$ cat src/shared/ctsc_pkg.sv
/*
 * constants and carrier types of the conversion timing and sync control.
 * assumes one 100 MHz core clock; every rate is derived from it.
 */
`default_nettype none
package ctsc_pkg;

	// ************************************************************
	// rates
	// ************************************************************
	localparam int CLK_MHZ = 100;
	localparam int REF_DIV = 256;
	localparam int MOD_DIV = 512;
	localparam int REF_W = 8;
	localparam int MOD_W = 9;

	// ************************************************************
	// filter notch and settling
	// ************************************************************
	localparam int NOTCH_W = 12;
	localparam logic [NOTCH_W-1:0] NOTCH_RST = 12'h080;
	localparam int SETTLE_W = 4;
	localparam logic [SETTLE_W-1:0] SETTLE_UPDATES = 4'h3;
	localparam logic [SETTLE_W-1:0] CAL_UPDATES = 4'h6;

	// ************************************************************
	// result
	// ************************************************************
	localparam int DATA_W = 24;
	localparam logic [DATA_W-1:0] RESULT_RST = 24'h000000;

	typedef enum logic [2:0] {
		CTSC_HOLD = 3'b001,
		CTSC_SETTLE = 3'b010,
		CTSC_RUN = 3'b100
	} ctsc_mode_t;

	typedef struct packed {
		logic syncN;
		logic calCmd;
		logic [NOTCH_W-1:0] notchCode;
	} ctsc_ctrl_t;

	typedef struct packed {
		logic [DATA_W-1:0] data;
		logic ready;
	} ctsc_result_t;

endpackage
`default_nettype wire

$ cat src/verilog/ctsc_div.sv
/*
 * enable-driven counter that pulses on its last count and restarts.
 * assumes clr and en are synchronous to clk; clr wins over counting.
 */
`timescale 1ns/1ps
`default_nettype none
module ctsc_div #(
	parameter int W = 8
) (
	input wire logic clk,
	input wire logic srst,
	input wire logic clr,
	input wire logic en,
	input wire logic [W-1:0] lastCnt,
	output logic tick
);

	typedef struct packed {
		logic [W-1:0] cnt;
	} ctsc_div_state_t;

	ctsc_div_state_t st_r;
	ctsc_div_state_t st_nxt;

	assign tick = en && !clr && (st_r.cnt >= lastCnt);

	always_comb begin
		st_nxt = st_r;
		if (clr) begin
			st_nxt.cnt = '0;
		end else if (tick) begin
			st_nxt.cnt = '0;
		end else if (en) begin
			st_nxt.cnt = st_r.cnt + W'(1);
		end
	end

	always_ff @(posedge clk) begin
		if (srst) begin
			st_r <= '0;
		end else begin
			st_r <= st_nxt;
		end
	end

endmodule
`default_nettype wire

$ cat src/verilog/ctsc_timing.sv
/*
 * conversion timing and sync control: free-running sample rates, output
 * update at the notch rate, filter reset on sync or calibration.
 * assumes the filter datapath supplies filtData and obeys filterRst;
 * all inputs are synchronous to core_clk.
 */
`timescale 1ns/1ps
`default_nettype none
module ctsc_timing (
	input wire logic core_clk,
	input wire logic srst,
	input wire ctsc_pkg::ctsc_ctrl_t ctrl,
	input wire logic [ctsc_pkg::DATA_W-1:0] filtData,
	input wire logic rdAck,
	output logic refSampleEn,
	output logic modSampleEn,
	output logic updateEn,
	output logic filterRst,
	output logic calBusy,
	output var ctsc_pkg::ctsc_mode_t mode,
	output var ctsc_pkg::ctsc_result_t result
);

	// ************************************************************
	// state
	// ************************************************************
	typedef struct packed {
		ctsc_pkg::ctsc_mode_t mode;
		logic syncPrev;
		logic filterRst;
		logic calBusy;
		logic [ctsc_pkg::SETTLE_W-1:0] settleLeft;
		ctsc_pkg::ctsc_result_t result;
	} ctsc_state_t;

	ctsc_state_t st_r;
	ctsc_state_t st_nxt;

	logic syncFall;
	logic restart;
	logic refTick;
	logic modTick;
	logic updTick;
	logic [ctsc_pkg::NOTCH_W-1:0] updLast;

	// ************************************************************
	// filter reset causes
	// ************************************************************
	// sync input is already synchronous, so its edge is taken directly
	assign syncFall = st_r.syncPrev && !ctrl.syncN;
	assign restart = syncFall || ctrl.calCmd;

	// zero notch code would stall updates: treat it as one
	always_comb begin
		if (ctrl.notchCode == '0) begin
			updLast = '0;
		end else begin
			updLast = ctrl.notchCode - ctsc_pkg::NOTCH_W'(1);
		end
	end

	// ************************************************************
	// rate dividers
	// ************************************************************
	// the two sample dividers run free from the clock and restart only with the filter
	ctsc_div #(
		.W(ctsc_pkg::REF_W)
	) u_refDiv (
		.clk(core_clk),
		.srst(srst),
		.clr(restart),
		.en(1'b1),
		.lastCnt(ctsc_pkg::REF_W'(ctsc_pkg::REF_DIV - 1)),
		.tick(refTick)
	);

	ctsc_div #(
		.W(ctsc_pkg::MOD_W)
	) u_modDiv (
		.clk(core_clk),
		.srst(srst),
		.clr(restart),
		.en(1'b1),
		.lastCnt(ctsc_pkg::MOD_W'(ctsc_pkg::MOD_DIV - 1)),
		.tick(modTick)
	);

	// update period is notchCode modulator cycles
	ctsc_div #(
		.W(ctsc_pkg::NOTCH_W)
	) u_updDiv (
		.clk(core_clk),
		.srst(srst),
		.clr(restart),
		.en(modTick),
		.lastCnt(updLast),
		.tick(updTick)
	);

	// ************************************************************
	// next state
	// ************************************************************
	always_comb begin
		st_nxt = st_r;
		st_nxt.syncPrev = ctrl.syncN;
		st_nxt.filterRst = restart;
		if (rdAck) begin
			st_nxt.result.ready = 1'b0;
		end
		unique case (st_r.mode)
			ctsc_pkg::CTSC_HOLD: begin
				// filter held while sync stays low
				if (ctrl.syncN) begin
					st_nxt.mode = ctsc_pkg::CTSC_SETTLE;
					if (st_r.calBusy) begin
						// calibration asked for during hold keeps its length
						st_nxt.settleLeft = ctsc_pkg::CAL_UPDATES;
					end else begin
						st_nxt.settleLeft = ctsc_pkg::SETTLE_UPDATES;
					end
				end
			end
			ctsc_pkg::CTSC_SETTLE: begin
				if (updTick) begin
					if (st_r.settleLeft <= ctsc_pkg::SETTLE_W'(1)) begin
						st_nxt.mode = ctsc_pkg::CTSC_RUN;
						st_nxt.settleLeft = '0;
						st_nxt.calBusy = 1'b0;
					end else begin
						st_nxt.settleLeft =
							st_r.settleLeft - ctsc_pkg::SETTLE_W'(1);
					end
				end
			end
			ctsc_pkg::CTSC_RUN: begin
				if (updTick) begin
					st_nxt.result.data = filtData;
					st_nxt.result.ready = 1'b1;
				end
			end
		endcase
		// a restart overrides everything above
		if (syncFall) begin
			st_nxt.mode = ctsc_pkg::CTSC_HOLD;
			st_nxt.settleLeft = ctsc_pkg::SETTLE_UPDATES;
			st_nxt.calBusy = 1'b0;
			st_nxt.result.ready = 1'b0;
		end else if (ctrl.calCmd) begin
			// a calibration under a low sync still waits in hold
			if (ctrl.syncN) begin
				st_nxt.mode = ctsc_pkg::CTSC_SETTLE;
			end else begin
				st_nxt.mode = ctsc_pkg::CTSC_HOLD;
			end
			st_nxt.settleLeft = ctsc_pkg::CAL_UPDATES;
			st_nxt.calBusy = 1'b1;
			st_nxt.result.ready = 1'b0;
		end
	end

	// ************************************************************
	// registers
	// ************************************************************
	always_ff @(posedge core_clk) begin
		if (srst) begin
			st_r.mode <= ctsc_pkg::CTSC_SETTLE;
			st_r.syncPrev <= 1'b1;
			st_r.filterRst <= 1'b1;
			st_r.calBusy <= 1'b0;
			st_r.settleLeft <= ctsc_pkg::SETTLE_UPDATES;
			st_r.result.data <= ctsc_pkg::RESULT_RST;
			st_r.result.ready <= 1'b0;
		end else begin
			st_r <= st_nxt;
		end
	end

	// ************************************************************
	// outputs
	// ************************************************************
	assign refSampleEn = refTick;
	assign modSampleEn = modTick;
	assign updateEn = updTick && (st_r.mode == ctsc_pkg::CTSC_RUN);
	assign filterRst = st_r.filterRst;
	assign calBusy = st_r.calBusy;
	assign mode = st_r.mode;
	assign result = st_r.result;

endmodule
`default_nettype wire
$ cat config.mk
export PLATFORM = sky130hd
export DESIGN_NAME = ctsc_timing
export DESIGN_NICKNAME = d
export VERILOG_FILES = /design/src/shared/ctsc_pkg.sv /design/src/verilog/ctsc_div.sv /design/src/verilog/ctsc_timing.sv
export SDC_FILE = /design/constraint.sdc
export NUM_CORES = 1
export LEC_CHECK = 0
export BUFFER_PORTS_ARGS = -buffer_cell sky130_fd_sc_hd__buf_2
export CAP_MARGIN = 20
export CORE_MARGIN = 2
export CORE_UTILIZATION = 40
export DETAILED_ROUTE_END_ITERATION = 6
export GPL_TIMING_DRIVEN = 0
export PLACE_DENSITY = 0.67
export SYNTH_ARGS = -nofsm -noshare
export SYNTH_HDL_FRONTEND = slang
export SYNTH_SLANG_ARGS = --single-unit
$ cat constraint.sdc
create_clock -name core_clk -period 11.75 [get_ports core_clk]
set_input_delay 1.7625 -clock core_clk [delete_from_list [all_inputs] [get_ports core_clk]]
set_output_delay 1.7625 -clock core_clk [all_outputs]
set_load 0.1 [all_outputs]
* Word-level counts from Yosys, hierarchy flattened
Index checks and enable logic that the tools add are counted.
** Operators by class
- Add/subtract/negate cells :: 5
- $lt $le $gt $ge :: 4
- Equality and inequality tests :: 11
- Multiplexer cells :: 19
- Reductions and logical operators :: 27
** Operators by type and width (number)
- two-way mux 3 bit :: 5
- adder 12 x 1 -> 12 bit, second input constant :: 1
- greater-or-equal comparator 12 bit :: 1
- logical NOT 12 bit :: 1
- two-way mux 12 bit :: 1
- != test 4 bit, second input constant :: 3
- OR reduction 3 bit :: 4
- subtractor 12 x 1 -> 12 bit, second input constant :: 1
- two-way mux 5 bit :: 2
- adder 9 x 1 -> 9 bit, second input constant :: 1
- greater-or-equal comparator 9 bit, second input constant :: 1
- != test 3 bit, second input constant :: 3
- AND reduction 3 bit :: 3
- adder 8 x 1 -> 8 bit, second input constant :: 1
- greater-or-equal comparator 8 bit, second input constant :: 1
- two-way mux 4 bit :: 2
- one-hot mux 4 bit (2 select lines) :: 1
- AND reduction 4 bit :: 2
- nonzero test 2 bit :: 4
- logical AND 1 bit :: 6
- one-hot mux 3 bit (2 select lines) :: 1
- two-way mux 1 bit :: 5
- <= comparator 4 x 1 -> 1 bit, second input constant :: 1
- two-way mux 2 bit :: 2
- other kinds (11) :: 13
** Word-level totals
- Register bits after elaboration :: 64

* Depth between registers and ports, before layout
- Depth in word-level cells :: 11
- Depth in mapped cells :: 16
- Gate-level depth less buffers :: 13

* Hierarchy
A second synthesis with hierarchy kept.
** Second synthesis, totals
- Cell total of the unflattened synthesis :: 489
- Area total of the unflattened synthesis :: 4070.2 sq um
** Modules (own cells, without submodules)
- ctsc_timing :: times used 1, cells an instance 245, area each 1884.3 sq um, sequential area each 700.7 sq um
- ctsc_div at u_updDiv :: times used 1, cells an instance 104, area each 873.3 sq um, sequential area each 240.2 sq um
- ctsc_div at u_modDiv :: times used 1, cells an instance 78, area each 685.7 sq um, sequential area each 180.2 sq um
- ctsc_div at u_refDiv :: times used 1, cells an instance 62, area each 626.9 sq um, sequential area each 160.2 sq um

* Worst setup path before layout
OpenSTA, ideal clock, no wires.
- Kind :: input to output
- Start :: input ctrl[5] (netlist bit)
- End :: output updateEn
- Data arrival time :: 5268 ps
- Data required time :: 9988 ps
- Setup slack :: 4719 ps
- Cell stages on the path :: 15
- Buffers on the path :: 3
- Cell sequence :: or4_4 or3_4 nor3_2 nand2b_1 or3b_4 buf_6 and2_4 ha_1 nand2b_1 a2111oi_0 nor4_1 o31ai_1 nor4b_1 buf_4 buf_6
** Between the ends
- Word-level cells in the longest chain between the ends :: 5
- Elaborated cells between the ends (all ways) :: 6
- Those cells by class :: add/sub: 1; order compare: 1; mux: 1; reduce/logical: 3
** Ends and longest elaborated chain
- from (decl) :: RTL line ctsc_timing.sv:12 : input wire ctsc_pkg::ctsc_ctrl_t ctrl,
- subtractor 12 x 1 -> 12 bit / logical NOT 12 bit (equally long branches) :: RTL line ctsc_timing.sv:58, ctsc_timing.sv:55
- two-way mux 12 bit (*) :: RTL line ctsc_timing.sv:55 : if (ctrl.notchCode == '0) begin
- greater-or-equal comparator 12 bit (*) :: RTL line ctsc_div.sv:25 : assign tick = en && !clr && (st_r.cnt >= lastCnt);
- logical AND 1 bit (*) :: RTL line ctsc_div.sv:25
- logical AND 1 bit (*) :: RTL line ctsc_timing.sv:183 : assign updateEn = updTick && (st_r.mode == ctsc_pkg::CTSC_RUN);
- to (decl) :: RTL line ctsc_timing.sv:17 : output logic updateEn,
Every way passes the cells marked *; elsewhere a longest branch is shown, timed or not.

* Worst setup path after layout
Ends and elaborated chain as after synthesis.

==> results.py <==
metrics = {
    "run_status": {
        "status": "finished, final reports clean",
    },
    "timing": {
        "clock_skew_ns": 0.0101,
        "setup_viol": 0,
        "hold_viol": 0,
        "relSlewSlack": 0.265,
        "holdWs_ns": 0.448,
        "tns_ns": 0,
        "rsz0062_at_grt": "false",
        "min_period_ns": 7.82,
        "fmax_mhz": 128,
        "worst_pin_slew_ns": 1.09,
        "slew_viol_final": 0,
        "fin_crit_sh": 0.665,
    },
    "logic_synthesis": {
        "netlist_top_cells_area": "dfxtp_1, nand2b_1, mux2i_1",
        "ys_ff_latch": 64,
        "ys_types": 48,
        "yosys_most_used_dff": "dfxtp_1",
        "ys_async_sr_fraction": 0,
        "synth_edf_count": 0,
        "synth_area_per_cell_sq_um": 8.86,
        "synth_top_area_cell": "dfxtp_1",
        "ys_seq_area_frac": 0.356,
        "synth_common_cells": "dfxtp_1, nand2b_1, nor2_1, buf_4, nand2_1",
        "synth_area_sq_um": 3600,
        "synthDominantCellAreaShare": 0.356,
        "synthCells": 406,
        "synth_warnings": 0,
        "synth_fp_nets": 467,
        "yosysMostFrequentCell": "dfxtp_1",
    },
    "critical_path": {
        "cp_top_family": "simple AND/OR/NAND/NOR gates",
        "worst_path_max_delay_cell": "or4_4",
        "worstPathMaxFanout": 10,
        "r2r-end": "result[18]",
        "cp.buffers_inverters": 5,
        "critical_path_class": "input pin to output port",
        "r2r_slack_ns": 9.03,
        "cp.required_ns": 9.99,
        "end_kind": "output port",
        "worstPathCellList": "buf_2 -> or4_4 -> or3_4 -> nor3_2 -> nand2b_1 -> or3b_4 -> buf_6 -> and2_4 -> ha_1 -> nand2b_1 -> a2111oi_0 -> nor4_1 -> o31ai_1 -> nor4b_1 -> buf_4 -> buf_6 -> buf_2",
        "cp.arrival_ns": 6.05,
        "setup.worst_path.start_class": "input pin",
        "critPathMaxStageDelay_ns": 0.54,
        "rr_startpoint": "u_modDiv.st_r[0]",
        "r2r_cells": 13,
    },
    "clocking": {
        "cts_resized": 0,
        "clock-sinks": 64,
        "ctsHoldBuffers": 0,
        "clockRootBuffer": "clkbuf_8",
        "cts_tree": "built",
        "post_cts_buffers": 0,
        "path_clk_slew_ns": 0.07,
        "clockBufferDepth": 2,
        "numCtsBuffers": 9,
        "clk_latency_ns": 0.35,
        "htree_levels": 3,
    },
    "global_route": {
        "grt_max_degree": 13,
        "grt.total_usage": 0.151,
        "antenna_found_initial": 0,
        "grt_pass1_wl_microns": 12100,
        "grt_pass1_vias": 2736,
        "overflow": 0,
    },
    "placement": {
        "dp_hpwl_microns": 5450,
        "gp_congestion": 0.842,
        "portBuffers": 72,
        "placed_cell_area_sq_um": 4090,
    },
    "route": {
        "drc_errors": 0,
        "finalWirelength_microns": 7150,
        "dr.pass1.iters": 4,
        "wl_per_cell_microns": 11.9,
        "vias_per_cell": 4.83,
        "vias": 2906,
        "drt_iter0_drc": 92,
        "ant_nets": 0,
    },
    "die": {
        "rows": 34,
        "initial_core_util": 0.413,
        "die_y_microns": 98.8,
        "chipWidth_microns": 98.8,
        "ioPinCount": 74,
        "design.core.area_sq_um": 8720,
        "die_area_sq_um": 9770,
    },
    "final_layout": {
        "multi_input_area_sq_um": 1990,
        "nFillCells": 822,
        "final-seq-area_sq_um": 1280,
        "final_nets": 550,
        "drive_gt1_frac": 0.259,
        "final_area_sq_um": 4320,
        "antenna_cells": 0,
        "syn2layout_area_growth_pct": 20.2,
    },
    "pwr": {
        "power_density_nw_per_um2": 111,
        "ir_drop_uv": 64.3,
        "leakage_uw": 0.00193,
    },
    "min_path": {
        "hp-class": "flop to flop",
        "worstHoldEndpoint": "u_modDiv.st_r[0]",
        "hold_start": "u_modDiv.st_r[0]",
        "hold_depth": 1,
    },
    "flow_run": {
        "cap_violations": 0,
    },
}
-- sequential cells by signal, indices dropped and copies added, names as in the netlist --
register	cells
result	25
filterRst	1
calBusy	1
u_modDiv.st_r	9
u_refDiv.st_r	8
u_updDiv.st_r	12
st_r	5
mode	3
-- report_power, final --
part / switching [uW] / internal, uW
clock: 91.0 / 126
sequential: 2.00 / 219
combinational: 25.1 / 17.2
total: 118 / 362
-- per-stage QoR --
| stage | total power, uW | setup WS, ns | util | std cells |
|---|---|---|---|---|
| after floorplan | 254 | 4.72 | - | 406 |
| after global placement | 268 | 3.94 | 0.469 | 586 |
| after detailed placement | 269 | 3.94 | 0.469 | 586 |
| after CTS | 486 | 3.92 | 0.496 | 602 |
| after global routing | 500 | 3.56 | 0.496 | 602 |
| final | 480 | 3.93 | 0.496 | 602 |
-- cell type report --
type,instances,share of cell area
buffer,42,0.0677
clock buffer,10,0.0318
clock inverter,6,0.0214
inverter,10,0.00868
multi-input combinational,290,0.459
sequential,64,0.296
tap,108,0.0313
timing repair buffer,72,0.0833
-- worst max path at each step --
stage,startpoint,depth (start not counted),endpoint,slack (ns)
after floorplan,ctrl[5],15,updateEn,4.72
after global placement,ctrl[5],17,updateEn,3.94
after detailed placement,ctrl[5],17,updateEn,3.94
after CTS,ctrl[5],17,updateEn,3.92
after global routing,ctrl[5],17,updateEn,3.56
final,ctrl[5],17,updateEn,3.93
-- cells in the final DEF (no fill, tap or decap), types with 8 or more instances in the layout --
master / n
o21ai_0: 8
and3_1: 11
nand3_1: 11
inv_1: 10
nor2_1: 43
ha_1: 20
mux2i_1: 26
clkbuf_8: 10
clkbuf_1: 9
buf_4: 30
xor2_1: 19
nand2b_1: 52
dfxtp_1: 64
xnor2_1: 12
buf_2: 72
nand2_1: 28
-- layer usage --
| layer | vias up | wire, microns | GRT usage |
|---|---|---|---|
| li1 | 1513 | - | - |
| met1 | 1310 | 3260 | 0.184 |
| met2 | 75 | 3370 | 0.253 |
| met3 | 8 | 404 | 0.0355 |
| met4 | 0 | 122 | 0.0643 |
| met5 | - | 0 | 0 |
-- kinds of logic after synthesis --
logic type                 after synthesis  share of synthesized area
adders and majority gates               20                     0.0695
xor gates and xnor gates                31                     0.0755
and+or+nand+nor                        179                      0.267
DFF                                     64                      0.356
muxes                                   26                     0.0723
AOI/OAI and AO/OA                       34                     0.0678
buffers and inverters                   52                     0.0918
Note: power is estimated with default switching activity, not from simulation.
